### src/lcd_ctrl_pkg.sv
package lcd_ctrl_pkg;

    // Register map
    localparam logic [31:0] WAVE_PWR_EN_OFFS = 32'h0000_0000;
    localparam logic [31:0] PUMP_DUTY_OFFS   = 32'h0000_0004;
    localparam logic [23:0] DISP_MEM_PAGE    = 24'h00_0001;
    localparam int          DISP_MEM_BYTES   = 36;

    // lcd_waveform_power_enable fields
    localparam int WAVE_SEL_BIT    = 7;
    localparam int BIAS_SRC_HI     = 5;
    localparam int BIAS_SRC_LO     = 4;
    localparam int DISP_EN_BIT     = 0;
    localparam logic [7:0] WAVE_PWR_EN_MASK = 8'hB1;
    localparam logic [7:0] WAVE_PWR_EN_RST  = 8'h00;

    // lcd_pump_duty_config fields
    localparam int PUMP_DIV_HI     = 7;
    localparam int PUMP_DIV_LO     = 5;
    localparam int DUTY_HI         = 2;
    localparam int DUTY_LO         = 1;
    localparam logic [7:0] PUMP_DUTY_MASK = 8'hE6;
    localparam logic [7:0] PUMP_DUTY_RST  = 8'h00;

    // Bias source codes
    localparam logic [1:0] BIAS_EXT_PIN  = 2'h0;
    localparam logic [1:0] BIAS_INT_REF  = 2'h1;
    localparam logic [1:0] BIAS_INT_3V   = 2'h2;
    localparam logic [1:0] BIAS_INT_VDD  = 2'h3;

    // Duty codes
    localparam logic [1:0] DUTY_4COM     = 2'h0;
    localparam logic [1:0] DUTY_6COM     = 2'h1;
    localparam logic [1:0] DUTY_8COM     = 2'h2;
    localparam logic [1:0] DUTY_NONE     = 2'h3;

    localparam int NUM_COM = 8;
    localparam int NUM_SEG = 36;

    // Drive levels of the 1/3 bias ladder
    localparam logic [1:0] LVL_VSS = 2'h0;
    localparam logic [1:0] LVL_VC  = 2'h1;
    localparam logic [1:0] LVL_VB  = 2'h2;
    localparam logic [1:0] LVL_VA  = 2'h3;

    // Last count of the sub clock divider; sub clock / 8 gives the waveform clock
    localparam logic [2:0] LCD_CLK_DIV_LAST = 3'h7;
    localparam logic [6:0] PUMP_CNT_RST     = 7'h00;

endpackage : lcd_ctrl_pkg

### src/segment_lcd_driver_control.sv
`timescale 1ns/1ps
`default_nettype none

module segment_lcd_driver_control (
    input  wire logic        i_clk,
    input  wire logic        i_rst,
    input  wire logic        i_wb_cyc,
    input  wire logic        i_wb_stb,
    input  wire logic        i_wb_we,
    input  wire logic [31:0] i_wb_adr,
    input  wire logic [31:0] i_wb_dat,
    input  wire logic [3:0]  i_wb_sel,
    output logic             o_wb_ack,
    output logic      [31:0] o_wb_dat,
    input  wire logic        i_sub_clk,
    input  wire logic        i_sleep,
    input  wire logic        i_idle,
    input  wire logic        i_mcu_rst,
    input  wire logic        i_wdt_rst,
    input  wire logic        i_ext_top_bias_used,
    output logic      [15:0] o_com_lvl,
    output logic      [7:0]  o_com_oe,
    output logic      [7:0]  o_com_release,
    output logic      [71:0] o_seg_lvl,
    output logic      [35:0] o_seg_oe,
    output logic             o_pump_en,
    output logic             o_pump_clk,
    output logic      [3:0]  o_bias_src_onehot
);

    logic [7:0]  ctl0_q;
    logic [7:0]  ctl2_q;
    logic        ack_q;
    logic [31:0] rdat_q;
    logic [7:0]  disp_mem [lcd_ctrl_pkg::DISP_MEM_BYTES];
    logic        sub_s1_q, sub_s2_q, sub_s3_q, sub_lvl_q;
    logic [2:0]  lcd_div_q;
    logic [6:0]  pump_cnt_q;
    logic [2:0]  slot_q;
    logic        half_q;
    logic        frame_pol_q;
    logic [15:0] com_lvl_q;
    logic [7:0]  com_oe_q;
    logic [7:0]  com_rel_q;
    logic [71:0] seg_lvl_q;
    logic [35:0] seg_oe_q;
    logic        pump_en_q;
    logic        pump_clk_q;
    logic [3:0]  bias_oh_q;

    // Bus decode
    wire wb_req     = i_wb_cyc & i_wb_stb;
    wire wb_wr      = wb_req & ack_q & i_wb_we & i_wb_sel[0];
    wire hit_ctl0   = (i_wb_adr == lcd_ctrl_pkg::WAVE_PWR_EN_OFFS);
    wire hit_ctl2   = (i_wb_adr == lcd_ctrl_pkg::PUMP_DUTY_OFFS);
    wire [5:0] mem_idx = i_wb_adr[7:2];
    wire hit_mem    = (i_wb_adr[31:8] == lcd_ctrl_pkg::DISP_MEM_PAGE)
                    & (i_wb_adr[1:0] == 2'h0)
                    & (mem_idx < 6'(lcd_ctrl_pkg::DISP_MEM_BYTES));

    // Control fields
    wire       wave_type_b = ctl0_q[lcd_ctrl_pkg::WAVE_SEL_BIT];
    wire [1:0] bias_src    = ctl0_q[lcd_ctrl_pkg::BIAS_SRC_HI:
                                    lcd_ctrl_pkg::BIAS_SRC_LO];
    wire       disp_en     = ctl0_q[lcd_ctrl_pkg::DISP_EN_BIT];
    wire [2:0] pump_div    = ctl2_q[lcd_ctrl_pkg::PUMP_DIV_HI:
                                    lcd_ctrl_pkg::PUMP_DIV_LO];
    wire [1:0] duty        = ctl2_q[lcd_ctrl_pkg::DUTY_HI:
                                    lcd_ctrl_pkg::DUTY_LO];

    wire duty_bad = (duty == lcd_ctrl_pkg::DUTY_NONE);
    // Enable is only honoured outside sleep and with a duty code other than DUTY_NONE
    wire disp_rst = ~disp_en | i_sleep | duty_bad;
    // Watchdog resets out of low power modes do not float the glass
    wire wdt_counts = i_wdt_rst & ~(i_idle | i_sleep);
    wire float_req  = i_mcu_rst | wdt_counts;

    wire [2:0] slot_last = (duty == lcd_ctrl_pkg::DUTY_4COM) ? 3'h3 :
                           (duty == lcd_ctrl_pkg::DUTY_6COM) ? 3'h5 :
                                                               3'h7;
    wire [7:0] com_mask  = (duty == lcd_ctrl_pkg::DUTY_4COM) ? 8'h0F :
                           (duty == lcd_ctrl_pkg::DUTY_6COM) ? 8'h3F :
                                                               8'hFF;

    // Read data, unused bits forced to zero
    wire [7:0] mem_rd  = hit_mem ? (disp_mem[mem_idx] & com_mask)
                                 : 8'h00;
    wire [7:0] rd_byte = hit_ctl0 ? (ctl0_q & lcd_ctrl_pkg::WAVE_PWR_EN_MASK) :
                         hit_ctl2 ? (ctl2_q & lcd_ctrl_pkg::PUMP_DUTY_MASK) :
                                    mem_rd;

    // Ack one cycle after the request, write at the ack edge
    always_ff @(posedge i_clk) begin
        if (i_rst) begin
            ack_q  <= 1'b0;
            rdat_q <= 32'h0000_0000;
        end else begin
            ack_q  <= wb_req & ~ack_q;
            if (wb_req & ~ack_q) begin
                rdat_q <= {24'h00_0000, rd_byte};
            end
        end
    end

    always_ff @(posedge i_clk) begin
        if (i_rst) begin
            ctl0_q <= lcd_ctrl_pkg::WAVE_PWR_EN_RST;
            ctl2_q <= lcd_ctrl_pkg::PUMP_DUTY_RST;
        end else if (wb_wr & hit_ctl0) begin
            ctl0_q <= i_wb_dat[7:0] & lcd_ctrl_pkg::WAVE_PWR_EN_MASK;
        end else if (wb_wr & hit_ctl2) begin
            ctl2_q <= i_wb_dat[7:0] & lcd_ctrl_pkg::PUMP_DUTY_MASK;
        end
    end

    // Display memory has no reset; software must initialise it
    always_ff @(posedge i_clk) begin
        if (wb_wr & hit_mem) begin
            disp_mem[mem_idx] <= i_wb_dat[7:0];
        end
    end

    // Sub clock pin: 3 stages, a change counts once stages 2 and 3 agree
    always_ff @(posedge i_clk) begin
        if (i_rst) begin
            sub_s1_q  <= 1'b0;
            sub_s2_q  <= 1'b0;
            sub_s3_q  <= 1'b0;
            sub_lvl_q <= 1'b0;
        end else begin
            sub_s1_q <= i_sub_clk;
            sub_s2_q <= sub_s1_q;
            sub_s3_q <= sub_s2_q;
            if (sub_s2_q == sub_s3_q) begin
                sub_lvl_q <= sub_s3_q;
            end
        end
    end

    wire sub_rise = (sub_s2_q == sub_s3_q) & sub_s3_q & ~sub_lvl_q;
    wire lcd_tick = sub_rise & (lcd_div_q == lcd_ctrl_pkg::LCD_CLK_DIV_LAST);

    always_ff @(posedge i_clk) begin
        if (i_rst) begin
            lcd_div_q  <= 3'h0;
            pump_cnt_q <= lcd_ctrl_pkg::PUMP_CNT_RST;
        end else if (sub_rise) begin
            lcd_div_q  <= lcd_div_q + 3'h1;
            pump_cnt_q <= pump_cnt_q + 7'h01;
        end
    end

    // Pump clock tap: code 0 takes bit 6 (/128), codes 6 and 7 take bit 0
    wire [2:0] pump_tap = (pump_div >= 3'h6) ? 3'h0 : (3'h6 - pump_div);
    wire       pump_run = (bias_src == lcd_ctrl_pkg::BIAS_EXT_PIN)
                        & ~i_ext_top_bias_used;

    // Frame sequencer
    always_ff @(posedge i_clk) begin
        if (i_rst | disp_rst) begin
            slot_q      <= 3'h0;
            half_q      <= 1'b0;
            frame_pol_q <= 1'b0;
        end else if (slot_q > slot_last) begin
            // Duty shrank while running: restart the frame at once
            slot_q <= 3'h0;
        end else if (lcd_tick) begin
            if (!wave_type_b) begin
                half_q <= ~half_q;
                if (half_q) begin
                    slot_q <= (slot_q == slot_last) ? 3'h0 : slot_q + 3'h1;
                end
            end else begin
                // Whole slot per tick, so type B frames run at twice the type A rate
                slot_q <= (slot_q == slot_last) ? 3'h0 : slot_q + 3'h1;
                if (slot_q == slot_last) begin
                    frame_pol_q <= ~frame_pol_q;
                end
            end
        end
    end

    wire pol = wave_type_b ? frame_pol_q : half_q;

    // Per-pin level selection on the 1/3 bias ladder
    logic [15:0] com_lvl_d;
    logic [71:0] seg_lvl_d;

    genvar gc;
    generate
        for (gc = 0; gc < lcd_ctrl_pkg::NUM_COM; gc++) begin : g_com
            wire sel = (slot_q == 3'(gc));
            assign com_lvl_d[2*gc +: 2] =
                sel ? (pol ? lcd_ctrl_pkg::LVL_VA : lcd_ctrl_pkg::LVL_VSS)
                    : (pol ? lcd_ctrl_pkg::LVL_VC : lcd_ctrl_pkg::LVL_VB);
        end
        for (gc = 0; gc < lcd_ctrl_pkg::NUM_SEG; gc++) begin : g_seg
            wire on = disp_mem[gc][slot_q] & com_mask[slot_q];
            assign seg_lvl_d[2*gc +: 2] =
                on ? (pol ? lcd_ctrl_pkg::LVL_VSS : lcd_ctrl_pkg::LVL_VA)
                   : (pol ? lcd_ctrl_pkg::LVL_VB : lcd_ctrl_pkg::LVL_VC);
        end
    endgenerate

    wire [3:0] bias_oh_d = 4'h1 << bias_src;

    // Output stage
    always_ff @(posedge i_clk) begin
        if (i_rst) begin
            com_lvl_q  <= 16'h0000;
            com_oe_q   <= 8'h00;
            com_rel_q  <= 8'h00;
            seg_lvl_q  <= 72'h0;
            seg_oe_q   <= 36'h0;
            pump_en_q  <= 1'b0;
            pump_clk_q <= 1'b0;
            bias_oh_q  <= 4'h1;
        end else begin
            com_rel_q  <= ~com_mask;
            bias_oh_q  <= bias_oh_d;
            pump_en_q  <= pump_run & ~float_req;
            pump_clk_q <= pump_run & ~float_req & pump_cnt_q[pump_tap];
            if (float_req) begin
                com_oe_q  <= 8'h00;
                seg_oe_q  <= 36'h0;
                com_lvl_q <= 16'h0000;
                seg_lvl_q <= 72'h0;
            end else if (disp_rst) begin
                com_oe_q  <= com_mask;
                seg_oe_q  <= {36{1'b1}};
                com_lvl_q <= 16'h0000;
                seg_lvl_q <= 72'h0;
            end else begin
                com_oe_q  <= com_mask;
                seg_oe_q  <= {36{1'b1}};
                com_lvl_q <= com_lvl_d;
                seg_lvl_q <= seg_lvl_d;
            end
        end
    end

    assign o_wb_ack          = ack_q;
    assign o_wb_dat          = rdat_q;
    assign o_com_lvl         = com_lvl_q;
    assign o_com_oe          = com_oe_q;
    assign o_com_release     = com_rel_q;
    assign o_seg_lvl         = seg_lvl_q;
    assign o_seg_oe          = seg_oe_q;
    assign o_pump_en         = pump_en_q;
    assign o_pump_clk        = pump_clk_q;
    assign o_bias_src_onehot = bias_oh_q;
endmodule : segment_lcd_driver_control

`default_nettype wire

### config.mk
export PLATFORM = sky130hd
export DESIGN_NAME = segment_lcd_driver_control
export DESIGN_NICKNAME = d
export VERILOG_FILES = /design/src/lcd_ctrl_pkg.sv /design/src/segment_lcd_driver_control.sv
export SDC_FILE = /design/constraint.sdc
export NUM_CORES = 1
export LEC_CHECK = 0
export BUFFER_PORTS_ARGS = -buffer_cell sky130_fd_sc_hd__clkbuf_2
export CAP_MARGIN = 25
export CORE_MARGIN = 2
export CORE_UTILIZATION = 40
export DETAILED_ROUTE_END_ITERATION = 10
export PLACE_DENSITY = 0.66
export SYNTH_ARGS = -nofsm -noshare
export SYNTH_HDL_FRONTEND = slang
export SYNTH_SLANG_ARGS = --single-unit
### constraint.sdc
create_clock -name i_clk -period 6.1 [get_ports i_clk]
set_clock_uncertainty 0.2 [all_clocks]
set_input_delay 0.305 -clock i_clk [delete_from_list [all_inputs] [get_ports i_clk]]
set_output_delay 0.305 -clock i_clk [all_outputs]
set_load 0.005 [all_outputs]
Word-level counts from Yosys, hierarchy flattened. Memories as Yosys holds them, arrays and structs flattened. Index checks and enable logic that the tools add are counted.

RAM bits: 288. Bits in registers: 183. Bits in latches: 0. Input port bits: 79. Memories: 1. ROM bits: 0.

Memory list: disp_mem (depth 36, bits a word 8, rd ports 37, clocked after memory_dff 0, write ports 1, RTL line segment_lcd_driver_control.sv:35) `logic [7:0] disp_mem [lcd_ctrl_pkg::DISP_MEM_BYTES];`.

Reduce and logical (&&, ||, !) cells: 13. Multiplexer cells: 139. Multiply operators: 0. Bitwise gates (word level): 71. Shift operators: 1. Order comparisons: 5. Equality and inequality tests: 14. Add/subtract/negate cells: 4. Divide/modulo/power cells: 0.

Operators with widths (count): 1-bit binary-select mux with 3-bit select (38); 2-bit two-way mux (49); 1-bit bitwise AND (53); 1-bit two-way mux (41); 8-bit two-way mux (5); 36-bit two-way mux (1); 32-bit by 3-bit equality test with 1-bit output (second input constant) (1); 32-bit zero test (1); 24-bit by 1-bit equality test with 1-bit output (second input constant) (1); 3-bit equality test (second input constant) (5); 3-bit two-way mux (5); 1-bit inverter (11); 8-bit bitwise AND (1); 3-bit by 4-bit < comparator with 1-bit output (second input constant) (2); 8-bit inverter (1); 7-bit by 1-bit adder with 7-bit output (second input constant) (1); 3-bit by 1-bit adder with 3-bit output (second input constant) (2); 3-bit by 2-bit equality test with 1-bit output (second input constant) (2); 2-bit zero test (3); 6-bit < comparator (second input constant) (1); 1-bit bitwise OR (5); 2-bit AND reduction (2); 4-bit AND reduction (1); 2-bit OR reduction (2); other kinds (13) (13).

Depth between registers and ports, before layout. Gate-level depths: netlist of run 1.

Word-level depth: 7. Depth in mapped cells: 11. Mapped depth without buffers: 8.

Worst setup path before layout of run 1. No wires, ideal clock.

Path kind: input -> register. From: input i_wb_adr[4]. To: memory disp_mem[33][0], enable pin. Data arrival time: 2.187 ns. Path slack: 3.330 ns. Stages on the path: 8. Library setup time: 0.383 ns. Data required time: 5.517 ns. Cells stage by stage: buf_2 > buf_2 > buf_2 > buf_2 > buf_1 > and3b_1 > nand2_1 > nor3_1.

Word-level cells in the longest chain between the ends: 5.

Ends and longest elaborated chain: start, declared (RTL line segment_lcd_driver_control.sv:10) `input wire logic [31:0] i_wb_adr,`; 6-bit < comparator (RTL line segment_lcd_driver_control.sv:59) `& (mem_idx < 6'(lcd_ctrl_pkg::DISP_MEM_BYTES));`; 1-bit bitwise AND (RTL line segment_lcd_driver_control.sv:59); 1-bit bitwise AND (RTL line segment_lcd_driver_control.sv:118) `if (wb_wr & hit_mem) begin`; 1-bit two-way mux (RTL line segment_lcd_driver_control.sv:118); 1-bit two-way mux (implied by the code) (RTL line segment_lcd_driver_control.sv:119) `disp_mem[mem_idx] <= i_wb_dat[7:0];`; end, declared (RTL line segment_lcd_driver_control.sv:35).

Parallel ways exist; a longest one is shown, timed or not.

Final worst setup path of run 1.
From: input i_wb_adr[14]. To: memory disp_mem[32][2], enable pin.

Word-level cells in the longest chain between the ends: 6.

Ends and longest elaborated chain: 24-bit by 1-bit equality test with 1-bit output (RTL line segment_lcd_driver_control.sv:57) `wire hit_mem = (i_wb_adr[31:8] == lcd_ctrl_pkg::DISP_MEM_PAGE)`; 1-bit bitwise AND (RTL line segment_lcd_driver_control.sv:58) `& (i_wb_adr[1:0] == 2'h0)`; 1-bit bitwise AND (RTL line segment_lcd_driver_control.sv:59); 1-bit bitwise AND (RTL line segment_lcd_driver_control.sv:118); 1-bit two-way mux (RTL line segment_lcd_driver_control.sv:118); 1-bit two-way mux (implied by the code) (RTL line segment_lcd_driver_control.sv:119).

Every way passes these cells.

==> reports/results.ini, run 1 <==
[floorplan]
fp.dieW_um=248
die-area_um2=61300
start_util_pct=40.4
floorplan.io_pins=258
placementRows=89
die_height_um=248
coreArea_um2=58800

[final_layout]
multiInputGateArea_um2=8210
final_std_cell_area_no_fill_um2=27400
final_layout_size_suffix_gt1_share_pct=28.8
number_of_filler_cells_placed_in_the_layout=5055
regArea_um2=14900
design.final.nets=1863
final_core_utilization_pct=46.6
final_cell_count_no_fill=2589
areaGrowthSynthToFinish_pct=15.4

[setup_path]
worstSetupStartpointType=input pin
cp.buffers_inverters=1
path_cells=clkbuf_2, nor4_1, nand4_1, nor3_2, and3b_1, nand2_1, nor3_1
required_ns=6.11
cp_top_family=simple AND/OR/NAND/NOR gates
timing.critical_path.slowest_cell_delay_ns=0.88
path_max_fanout=10
critPathCaptureType=flip-flop
slowest_stage=sky130_fd_sc_hd__nor3_1
crit_type=in -> reg
cp_data_arrival_time_ns=3.22

[global_routing]
track_usage_pct=19.8
pin_count_of_the_biggest_net_entering_global_routing=75
grt_pass1_vias=13800
grt_antenna_before_repair=5
wire_length_of_the_first_global_routing_pass_um=88800
globalRoute.totalOverflow=0

[drt]
first_iter_violations=1296
dr.pass1.iters=8
detail_route.wirelength_um=60800
ant_nets=0
via_per_inst=5.46
route.vias.total=14100
post-route-drc-count=0
routedWlPerCell_um=23.5

[clocking]
cts-buffers-inserted=55
clockRootBuffer=sky130_fd_sc_hd__clkbuf_16
cts_post_setup_buffers_inserted=0
clk_pin_slew_worst_paths_ns=0.06
cts_buffer_depth=3
clock_tree_from_tritoncts=done
numClockSinks=527
clock_latency_ns=0.61
post_cts.resized_instances=0
clock_tree.htree_level_count=2
holdBufCountCts=10

[yosys]
synth_top_cell_area_share_pct=54.6
syn-mean-instance-area_um2=15.8
synth_largest_area_cell=sky130_fd_sc_hd__edfxtp_1
synthFlopType=sky130_fd_sc_hd__edfxtp_1
ys_warnings=0
synth-edff-count=432
seq_total_area_yosys_pct=62.6
post_synth_main_area_contributors=sky130_fd_sc_hd__edfxtp_1 55%, sky130_fd_sc_hd__mux4_2 17%, sky130_fd_sc_hd__dfxtp_1 8.0%
ys_seq_elements=527
yosys.cell_types.count=59
netlist_instances=1505
synth-async-reset-ratio_pct=0
mappedNetlistArea_um2=23700

[place]
dp_hpwl_um=40100
placedCellCount=2469
gp_congestion=0.857
placement.cell_area_um2=25300
port-buffer-count=202

[sta]
timing.fmax_ghz=0.312
timing_worst_slew_pin_value_ns=1.02
timing.final.crit_share_pct=52.6
timing.setup.tns_ns=0
final_max_slew_viol_count=0
final-setup-viol-count=0
worst_slew_margin_rel_pct=31.8
rsz_0062_raised_after_global_routing=no
period_needed_ns=3.21
report.final.hold_viol_count=0

[run_status]
status=finished clean

[power]
total_leakage_power_nw=9.77
vdd.ir_drop.worst_mv=0.192
total_power_mw=7.92
power.density_cell_area_nw_per_um2=289

[job]
cap_viol_max_count=0

[hold_path]
hold_path.class=in -> reg

==> flip-flops by register name, summed over array words and instances, names as in the netlist, 4 cells and up <==
register	flops
o_seg_lvl	37
disp_mem	432
pump_cnt_q	7
ctl2_q	5
o_bias_src_onehot	4
o_wb_dat	8
o_com_lvl	9
ctl0_q	4
==> final cells by class <==
type,count,area share [%]
Tap cell,773,3.53
Clock inverter,36,1.63
Clock buffer,66,5.25
Antenna cell,1,0.00913
Multi-Input combinational cell,934,30.0
Sequential cell,527,54.3
Inverter,8,0.110
Timing Repair Buffer,244,5.22
==> where the power goes <==
| part | internal, mW | switching, mW | total, mW |
|---|---|---|---|
| registers | 3.98 | 0.0202 | 4.00 |
| clock network | 2.10 | 1.41 | 3.51 |
| logic | 0.163 | 0.250 | 0.413 |
| total | 6.24 | 1.68 | 7.92 |
==> worst paths after layout <==
check	start	end	slack, ns	cells past startpoint
setup / recovery	i_wb_adr[14]	disp_mem[32][2]	2.89	7
hold / removal	i_wb_dat[3]	disp_mem[29][3]	0.13	2
setup reg to reg	slot_q[2]	o_seg_lvl[71]	2.97	7
hold reg to reg	sub_s1_q	sub_s2_q	0.24	1
==> cells in the mapped netlist (8+ instances only) <==
| cell type | number |
|---|---|
| sky130_fd_sc_hd__nand4_1 | 9 |
| sky130_fd_sc_hd__xor2_1 | 42 |
| sky130_fd_sc_hd__o21ai_0 | 12 |
| sky130_fd_sc_hd__mux2_2 | 13 |
| sky130_fd_sc_hd__dfxtp_1 | 95 |
| sky130_fd_sc_hd__nor2b_1 | 24 |
| sky130_fd_sc_hd__a211oi_1 | 9 |
| sky130_fd_sc_hd__mux2i_1 | 52 |
| sky130_fd_sc_hd__a22oi_1 | 8 |
| sky130_fd_sc_hd__edfxtp_1 | 432 |
| sky130_fd_sc_hd__buf_1 | 17 |
| sky130_fd_sc_hd__xnor2_1 | 11 |
| sky130_fd_sc_hd__buf_4 | 120 |
| sky130_fd_sc_hd__ha_1 | 14 |
| sky130_fd_sc_hd__mux4_2 | 175 |
| sky130_fd_sc_hd__inv_1 | 8 |
| sky130_fd_sc_hd__buf_2 | 27 |
| sky130_fd_sc_hd__nand3_1 | 26 |
| sky130_fd_sc_hd__nor2_1 | 125 |
| sky130_fd_sc_hd__nand2_1 | 101 |
| sky130_fd_sc_hd__a21oi_1 | 52 |
| sky130_fd_sc_hd__clkbuf_1 | 38 |
| sky130_fd_sc_hd__nor3_1 | 13 |
==> layer usage <==
| metal | share of wire, % | track usage [%] | vias up |
|---|---|---|---|
| met1 | 36 | 24.2 | 7129 |
| met2 | 50 | 34.2 | 826 |
| met5 | 0.079 | 0 | - |
| met4 | 2.6 | 5.23 | 8 |
| li1 | - | - | 6059 |
| met3 | 11 | 5.73 | 123 |
==> per-stage QoR <==
stage	worst slack, ns	hold slack [ns]
CTS	2.82	0.111
finish	2.89	0.127
global placement	2.27	0.238
global route	2.83	0.130
floorplan	3.33	0.183
detailed placement	2.24	0.237
==> worst register-to-register path: stages, from the launching register on <==
cell	delay [ns]
sky130_fd_sc_hd__dfxtp_1	0.31
sky130_fd_sc_hd__buf_4	0.51
sky130_fd_sc_hd__inv_1	0.57
sky130_fd_sc_hd__a211oi_4	0.29
sky130_fd_sc_hd__buf_4	0.54
sky130_fd_sc_hd__a21oi_1	0.33
sky130_fd_sc_hd__xor2_1	0.21
sky130_fd_sc_hd__nor2_1	0.11
==> cell families after synthesis <==
| group | share of synthesized area, % |
|---|---|
| flops | 62.6 |
| simple gates | 6.70 |
| mux | 19.4 |
| buf+inv | 5.60 |
| compound gates | 2.94 |
| xor+xnor | 1.96 |
| fa+ha+maj | 0.738 |
| other cells | 0.0158 |
==> cells in the final DEF, fill, tap and decap left out, types with 12 or more instances in the layout <==
| cell | Yosys | layout |
|---|---|---|
| sky130_fd_sc_hd__edfxtp_1 | 432 | 432 |
| sky130_fd_sc_hd__nand3_1 | 26 | 26 |
| sky130_fd_sc_hd__nor3_1 | 13 | 13 |
| sky130_fd_sc_hd__dfxtp_1 | 95 | 93 |
| sky130_fd_sc_hd__a21oi_1 | 52 | 52 |
| sky130_fd_sc_hd__nor2b_1 | 24 | 24 |
| sky130_fd_sc_hd__mux4_2 | 175 | 175 |
| sky130_fd_sc_hd__buf_4 | 120 | 24 |
| sky130_fd_sc_hd__nand2_1 | 101 | 100 |
| sky130_fd_sc_hd__mux2i_1 | 52 | 51 |
| sky130_fd_sc_hd__o21ai_0 | 12 | 12 |
| sky130_fd_sc_hd__clkbuf_2 | 0 | 200 |
| sky130_fd_sc_hd__mux2_2 | 13 | 13 |
| sky130_fd_sc_hd__xor2_1 | 42 | 42 |
| sky130_fd_sc_hd__nor2_1 | 125 | 125 |
| sky130_fd_sc_hd__conb_1 | 1 | 172 |
| sky130_fd_sc_hd__ha_1 | 14 | 14 |
| sky130_fd_sc_hd__clkbuf_16 | 0 | 55 |
Power figures use the tool's default switching activity.
==> inputs of run 2 (changes only) <==
--- a/config.mk
+++ b/config.mk
@@ -5,12 +5,13 @@
 export SDC_FILE = /design/constraint.sdc
 export NUM_CORES = 1
 export LEC_CHECK = 0
+export ABC_AREA = 1
 export BUFFER_PORTS_ARGS = -buffer_cell sky130_fd_sc_hd__clkbuf_2
 export CAP_MARGIN = 25
 export CORE_MARGIN = 2
 export CORE_UTILIZATION = 40
 export DETAILED_ROUTE_END_ITERATION = 10
-export PLACE_DENSITY = 0.66
+export PLACE_DENSITY = 0.68
 export SYNTH_ARGS = -nofsm -noshare
 export SYNTH_HDL_FRONTEND = slang
 export SYNTH_SLANG_ARGS = --single-unit
==> constraint.sdc (replaced) <==
create_clock -name i_clk -period 2.9 [get_ports i_clk]
set_clock_uncertainty 0.2 [all_clocks]
set_input_delay 0.145 -clock i_clk [delete_from_list [all_inputs] [get_ports i_clk]]
set_output_delay 0.145 -clock i_clk [all_outputs]
set_load 0.005 [all_outputs]
==> run 2 against run 1 <==
Core utilization is 0.29 points higher. Highest routed layer is now met4. Final cell count rose by 63%. Register-to-register slack got worse by 2.4 ns. Critical endpoint is now disp_mem[29][0]. Sequential power up 150%. Combinational power increased to 2.9 times the previous value.
==> reports/results.ini, run 2 <==
[floorplan]
start_util_pct=40.3  ; was 40.4%
fp.dieW_um=269  ; was 248 um
floorplan.io_pins=258  ; unchanged
coreArea_um2=69800  ; was 58800 um^2
placementRows=97  ; was 89
die_height_um=269  ; was 248 um
die-area_um2=72400  ; was 61300 um^2

[setup_path]
cp_common_cell=sky130_fd_sc_hd__nand2_1
worstSetupStartpointType=input pin  ; unchanged
path_cells=dlygate4sd3_1, clkbuf_2, nand2_1, dlygate4sd3_1, inv_1, nand4_1, inv_1, nand2_1, nor2_1, nand2_1, nor2_1  ; was clkbuf_2, nor4_1, nand4_1, nor3_2, and3b_1, nand2_1, nor3_1
path_max_fanout=8  ; was 10
critPathCaptureType=flip-flop  ; unchanged
cp_data_arrival_time_ns=2.82  ; was 3.22 ns
timing.critical_path.slowest_cell_delay_ns=0.58  ; was 0.88 ns
required_ns=2.96  ; was 6.11 ns
crit_type=in -> reg  ; unchanged
slowest_stage=sky130_fd_sc_hd__nor2_1  ; was sky130_fd_sc_hd__nor3_1

[place]
port-buffer-count=202  ; unchanged
dp_hpwl_um=48800  ; was 40100 um
gp_congestion=0.949  ; was 0.857
placement.cell_area_um2=30500  ; was 25300 um^2

[final_layout]
number_of_filler_cells_placed_in_the_layout=6498  ; was 5055
top_register=disp_mem  ; unchanged
final_layout_size_suffix_gt1_share_pct=13.0  ; was 28.8%
flip_flop_count_of_the_largest_register_all_copies_and_words_added=512  ; was 432
layout.cells.most_common=sky130_fd_sc_hd__nand2_1  ; was sky130_fd_sc_hd__edfxtp_1
most-common-layout-cells=665 x sky130_fd_sc_hd__nand2_1, 512 x sky130_fd_sc_hd__edfxtp_1, 273 x sky130_fd_sc_hd__nor2_1  ; was 432 x sky130_fd_sc_hd__edfxtp_1, 200 x sky130_fd_sc_hd__clkbuf_2, 175 x sky130_fd_sc_hd__mux4_2
antenna_cells=0  ; was 1
final_std_cell_area_no_fill_um2=32700  ; was 27400 um^2
final_core_utilization_pct=46.9  ; was 46.6%
design.final.nets=3336  ; was 1863
areaGrowthSynthToFinish_pct=16.5  ; was 15.4%

[drt]
detail_route.wirelength_um=76000  ; was 60800 um
dr.pass1.iters=5  ; was 8
routedWlPerCell_um=18.0  ; was 23.5 um
post-route-drc-count=0  ; unchanged
ant_nets=0  ; unchanged
route.vias.total=21600  ; was 14100
via_per_inst=5.10  ; was 5.46
first_iter_violations=2237  ; was 1296

[global_routing]
met3_usage_pct=3.21  ; was 5.73%
grt_pass1_vias=19900  ; was 13800
pin_count_of_the_biggest_net_entering_global_routing=101  ; was 75
grt_antenna_before_repair=0  ; was 5
track_usage_pct=20.8  ; was 19.8%
grt.busiest_layer=met2  ; unchanged
grt.met1_usage_pct=26.6  ; was 24.2%
globalRoute.totalOverflow=0  ; unchanged
wire_length_of_the_first_global_routing_pass_um=115000  ; was 88800 um
grtUsageMet2_pct=35.1  ; was 34.2%

[yosys]
post_synth_most_frequent_cells=665 x sky130_fd_sc_hd__nand2_1, 512 x sky130_fd_sc_hd__edfxtp_1, 290 x sky130_fd_sc_hd__nor2_1, 231 x sky130_fd_sc_hd__nand3_1, 221 x sky130_fd_sc_hd__inv_1  ; was 432 x sky130_fd_sc_hd__edfxtp_1, 175 x sky130_fd_sc_hd__mux4_2, 125 x sky130_fd_sc_hd__nor2_1, 120 x sky130_fd_sc_hd__buf_4, 101 x sky130_fd_sc_hd__nand2_1
synth_largest_area_cell=sky130_fd_sc_hd__edfxtp_1  ; unchanged
ys_seq_elements=607  ; was 527
synth-async-reset-ratio_pct=0  ; unchanged
most_common_cell_in_the_netlist=sky130_fd_sc_hd__nand2_1  ; was sky130_fd_sc_hd__edfxtp_1
post_synth_main_area_contributors=sky130_fd_sc_hd__edfxtp_1 55%, sky130_fd_sc_hd__nand2_1 8.9%, sky130_fd_sc_hd__dfxtp_1 6.8%  ; was sky130_fd_sc_hd__edfxtp_1 55%, sky130_fd_sc_hd__mux4_2 17%, sky130_fd_sc_hd__dfxtp_1 8.0%
synth_top_cell_area_share_pct=54.7  ; was 54.6%
mappedNetlistArea_um2=28100  ; was 23700 um^2
synthFlopType=sky130_fd_sc_hd__edfxtp_1  ; unchanged
seq_total_area_yosys_pct=61.5  ; was 62.6%
netlist_instances=2882  ; was 1505
ys_warnings=0  ; unchanged
yosys.cell_types.count=38  ; was 59
synth-edff-count=512  ; was 432
syn-mean-instance-area_um2=9.75  ; was 15.8 um^2

[clocking]
clock_tree.htree_level_count=2  ; unchanged
clk_pin_slew_worst_paths_ns=0.06  ; about the same
clockRootBuffer=sky130_fd_sc_hd__clkbuf_16  ; unchanged
numClockSinks=607  ; was 527
cts_post_setup_buffers_inserted=0  ; unchanged
clock_latency_ns=0.65  ; was 0.61 ns
cts-buffers-inserted=59  ; was 55
cts_buffer_depth=3  ; unchanged
clock_tree_from_tritoncts=done  ; unchanged

[sta]
timing_worst_slew_pin_value_ns=0.931  ; was 1.02 ns
period_needed_ns=2.77
timing.final.crit_share_pct=95.4
worst_slew_margin_rel_pct=37.9  ; was 31.8%
final-setup-viol-count=0  ; unchanged
timing.setup.tns_ns=0  ; unchanged
final_max_slew_viol_count=0  ; unchanged
timing.fmax_ghz=0.361
rsz_0062_raised_after_global_routing=yes  ; was no
report.final.hold_viol_count=0  ; unchanged

[hold_path]
hold_path.class=in -> reg  ; unchanged

[power]
total_leakage_power_nw=13.4  ; was 9.77 nW
vdd.ir_drop.worst_mv=0.460  ; was 0.192 mV
power.density_cell_area_nw_per_um2=571  ; was 289 nW/um^2
total_power_mw=18.7  ; was 7.92 mW

[job]
cap_viol_max_count=0  ; unchanged

[run_status]
status=finished clean  ; unchanged

## run 2: cell types whose count changed after synthesis, moves of 40 or more
| cell | delta |
|---|---|
| sky130_fd_sc_hd__o21ai_1 | +50 |
| sky130_fd_sc_hd__o21ai_0 | +203 |
| sky130_fd_sc_hd__nor2_1 | +165 |
| sky130_fd_sc_hd__o221ai_1 | +57 |
| sky130_fd_sc_hd__nand2_1 | +564 |
| sky130_fd_sc_hd__mux2i_1 | -52 |
| sky130_fd_sc_hd__o211ai_1 | +51 |
| sky130_fd_sc_hd__xor2_1 | -41 |
| sky130_fd_sc_hd__edfxtp_1 | +80 |
| sky130_fd_sc_hd__mux4_2 | -175 |
| sky130_fd_sc_hd__a21oi_1 | +73 |
| sky130_fd_sc_hd__buf_2 | +40 |
| sky130_fd_sc_hd__nand3_1 | +205 |
| sky130_fd_sc_hd__inv_1 | +213 |
## run 2: area by class of cell
| type | count | area [um^2] | share of cell area [%] |
|---|---|---|---|
| flip-flops and latches | 607 | 17300 | 52.8 |
| inverters | 228 | 866 | 2.65 |
| well taps | 940 | 1180 | 3.59 |
| clock buffers | 78 | 1640 | 5.02 |
| clock inverters | 29 | 285 | 0.872 |
| multi-input cells | 2016 | 9220 | 28.2 |
| repair buffers | 331 | 2250 | 6.88 |
## run 2: where the power goes
part | leakage, nW | internal, mW | switching [mW]
clock network | 0.951 | 4.34 | 3.32
registers | 5.55 | 9.74 | 0.0706
logic | 6.93 | 0.351 | 0.848
total | 13.4 | 14.4 | 4.24
## run 2: final timing paths
check                           cells after the start         endpoint         from  slack, ns
worst max-delay path                               11  disp_mem[29][0]     i_wb_stb       0.13
worst min-delay path                                1  disp_mem[36][4]  i_wb_dat[4]      0.007
worst max register to register                      6     o_seg_lvl[9]    slot_q[1]       0.56
worst min register to register                      2         sub_s2_q     sub_s1_q       0.21
## run 2: worst max-delay path, delay by kind of cell
kind                   cells  cell delay [ns]
AND/OR/NAND/NOR            6             1.28
buffers and inverters      5             1.38
## run 2: repair_timing
item / in CTS / in global routing
hold endpoints to repair: 86 / 0
setup endpoints to repair: 0 / 160
hold buffers: 30 / 0
resized for setup: 0 / 14
## run 2: through the flow
stage	setup WS, ns	cells	hold WS [ns]
after floorplan	0.768	3133	0.0335
after global placement	0.271	4092	0.140
after detailed placement	0.223	4092	0.133
after CTS	0.148	4229	0.00125
after global routing	-0.0881	4229	0.0359
final	0.133	4229	0.00691
## run 2: kinds of logic (layout without fill, tap and decap cells)
logic type	Yosys count	in the layout	synth area share, %
compound gates	512	512	10.5
xor+xnor	7	7	0.218
fa+ha+maj	14	14	0.624
buf+inv	510	666	9.22
flops	607	607	61.5
mux	1	1	0.0401
other cells	1	252	0.0133
simple gates	1230	1230	17.9
## run 2: metal layers
metal	wire [um]	share of wire (%)
met1	30100	40
met2	36400	48
met3	6460	8.5
met5	0	0
met4	3020	4.0
==> inputs of run 3 (changes only) <==
--- a/config.mk
+++ b/config.mk
@@ -11,6 +11,7 @@
 export CORE_MARGIN = 2
 export CORE_UTILIZATION = 40
 export DETAILED_ROUTE_END_ITERATION = 10
+export GPL_TIMING_DRIVEN = 0
 export PLACE_DENSITY = 0.68
 export SYNTH_ARGS = -nofsm -noshare
 export SYNTH_HDL_FRONTEND = slang
==> run 3 against run 2 <==
The run now ends with setup timing left. Sequential share of layout area down 1.7 points. Clock power grew 9.4%. Global-route usage increased by 9.6 points. Die area unchanged. Core utilization is 1.5 points higher. Critical endpoint is now disp_mem[10][2].
==> reports/results.ini, run 3 (synthesized netlist as in run 2, its figures left out) <==
[run_status]
status=finished, violations left  ; was finished clean
failing_checks=setup timing

[drt]
detail_route.wirelength_um=111000  ; was 76000 um
post-route-drc-count=0  ; unchanged
routedWlPerCell_um=25.1  ; was 18.0 um
route.vias.total=24000  ; was 21600
via_per_inst=5.44  ; was 5.10
dr.pass1.iters=8  ; was 5
first_iter_violations=3489  ; was 2237
ant_nets=0  ; unchanged

[final_layout]
most-common-layout-cells=665 x sky130_fd_sc_hd__nand2_1, 512 x sky130_fd_sc_hd__edfxtp_1, 269 x sky130_fd_sc_hd__nor2_1  ; was 665 x sky130_fd_sc_hd__nand2_1, 512 x sky130_fd_sc_hd__edfxtp_1, 273 x sky130_fd_sc_hd__nor2_1
regArea_um2=17300  ; about the same
final_cell_count_no_fill=4419  ; was 4229
multiInputGateArea_um2=9260  ; was 9220 um^2
final_layout_size_suffix_gt1_share_pct=16.3  ; was 13.0%
flip_flop_count_of_the_largest_register_all_copies_and_words_added=512  ; unchanged
number_of_filler_cells_placed_in_the_layout=6515  ; was 6498
top_register=disp_mem  ; unchanged
design.final.nets=3522  ; was 3336
layout.cells.most_common=sky130_fd_sc_hd__nand2_1  ; unchanged
final_core_utilization_pct=48.4  ; was 46.9%
areaGrowthSynthToFinish_pct=20.3  ; was 16.5%

[clocking]
clockRootBuffer=sky130_fd_sc_hd__clkbuf_16  ; unchanged
cts_buffer_depth=3  ; unchanged
cts-buffers-inserted=66  ; was 59
clk_pin_slew_worst_paths_ns=0.06  ; about the same
clock_latency_ns=0.64  ; was 0.65 ns
numClockSinks=607  ; unchanged
clock_tree.htree_level_count=3  ; was 2
clock_tree_from_tritoncts=done  ; unchanged

[global_routing]
pin_count_of_the_biggest_net_entering_global_routing=67  ; was 101
globalRoute.totalOverflow=0  ; unchanged
wire_length_of_the_first_global_routing_pass_um=154000  ; was 115000 um
track_usage_pct=30.4  ; was 20.8%
grt_pass1_vias=22000  ; was 19900
grt_antenna_before_repair=6  ; was 0

[setup_path]
required_ns=2.94  ; was 2.96 ns
path_max_fanout=8  ; unchanged
critPathCaptureType=flip-flop  ; unchanged
worstSetupStartpointType=input pin  ; unchanged
cp_data_arrival_time_ns=3.08  ; was 2.82 ns
crit_type=in -> reg  ; unchanged
setup.reg_to_reg.worst_slack_ns=-0.11  ; was 0.56 ns

[place]
dp_hpwl_um=76100  ; was 48800 um
placedCellCount=4276  ; was 4092
gp_congestion=1.07  ; was 0.949
dpl_worst_slack_ns=-0.486  ; was 0.223 ns
port-buffer-count=198  ; was 202

[sta]
timing.final.crit_share_pct=105  ; was 95.4%
period_needed_ns=3.03  ; was 2.77 ns
finalHoldWorstSlack_ns=0.0466  ; was 0.00691 ns
final-setup-viol-count=35  ; was 0
worst_slack_ns=-0.134  ; was 0.133 ns
timing_worst_slew_pin_value_ns=1.24  ; was 0.931 ns
report.final.hold_viol_count=0  ; unchanged
timing.fmax_ghz=0.330  ; was 0.361 GHz
final_max_slew_viol_count=0  ; unchanged
rsz_0062_raised_after_global_routing=yes  ; unchanged
worst_slew_margin_rel_pct=17.3  ; was 37.9%

[floorplan]
start_util_pct=40.3  ; unchanged
placementRows=97  ; unchanged
die-area_um2=72400  ; unchanged
floorplan.io_pins=258  ; unchanged
die_height_um=269  ; unchanged
coreArea_um2=69800  ; unchanged
fp.dieW_um=269  ; unchanged

[power]
total_leakage_power_nw=14.1  ; was 13.4 nW
vdd.ir_drop.worst_mv=0.303  ; was 0.460 mV
power.density_cell_area_nw_per_um2=583  ; was 571 nW/um^2
total_power_mw=19.7  ; was 18.7 mW

[job]
cap_viol_max_count=0  ; unchanged

[hold_path]
hold_path.class=in -> reg  ; unchanged

run 3: worst max-delay path, stage by stage:
cell                            delay, ns
sky130_fd_sc_hd__dlygate4sd3_1       0.54
sky130_fd_sc_hd__clkbuf_2            0.12
sky130_fd_sc_hd__nor3_1              0.14
sky130_fd_sc_hd__nand3_1             0.14
sky130_fd_sc_hd__nor3_2              0.30
sky130_fd_sc_hd__nand2_1             0.20
sky130_fd_sc_hd__nor2_1              0.16
sky130_fd_sc_hd__nand3_1             0.49
sky130_fd_sc_hd__nor2_1              0.84
run 3: final cells by class:
| cell class | count | share of cell area [%] |
|---|---|---|
| diodes | 2 | 0.0148 |
| plain buffers | 282 | 5.20 |
| clock buffers | 97 | 5.58 |
| clock inverters | 19 | 0.600 |
| inverters | 228 | 2.56 |
| multi-input cells | 2016 | 27.4 |
| flip-flops and latches | 607 | 51.1 |
| well taps | 940 | 3.48 |
| repair buffers | 228 | 4.03 |
run 3: timing repair:
| item | 4_1_cts | 5_1_grt |
|---|---|---|
| hold endpoints to repair | 146 | 0 |
| hold buffers | 21 | 0 |
| buffers inserted | 0 | 2 |
| pin swaps | 0 | 0 |
| cloned | 0 | 0 |
| setup endpoints to repair | 129 | 126 |
| resized for setup | 26 | 38 |
run 3: routing by layer:
| metal | vias to the layer above | share of wire (%) | GRT usage, % |
|---|---|---|---|
| li1 | 10600 | - | - |
| met1 | 11300 | 36 | 37.7 |
| met2 | 1748 | 43 | 46.6 |
| met3 | 378 | 14 | 9.51 |
| met4 | 8 | 6.7 | 18.0 |
| met5 | - | 0.052 | 0 |
run 3: final timing paths:
check	start	endpoint	cells after the start
setup reg to reg	o_wb_ack	disp_mem[10][2]	6
setup / recovery	i_wb_adr[9]	disp_mem[10][2]	9
hold / removal	i_wb_adr[10]	o_wb_dat[4]	8
hold reg to reg	sub_s1_q	sub_s2_q	2
run 3: stage by stage:
stage	setup TNS, ns	instance area, um^2
finish	-2.54	33800
floorplan	0	29000
detailed placement	-83.78	31300
global placement	-81.79	31200
global route	-5.64	33800
CTS	-0.0408	33700
run 3: power breakdown:
group | total [mW] | leakage [nW] | internal (mW) | switching [mW]
sequential | 9.82 | 5.55 | 9.75 | 0.0705
combinational | 1.48 | 7.56 | 0.409 | 1.07
clock | 8.38 | 1.02 | 4.87 | 3.52
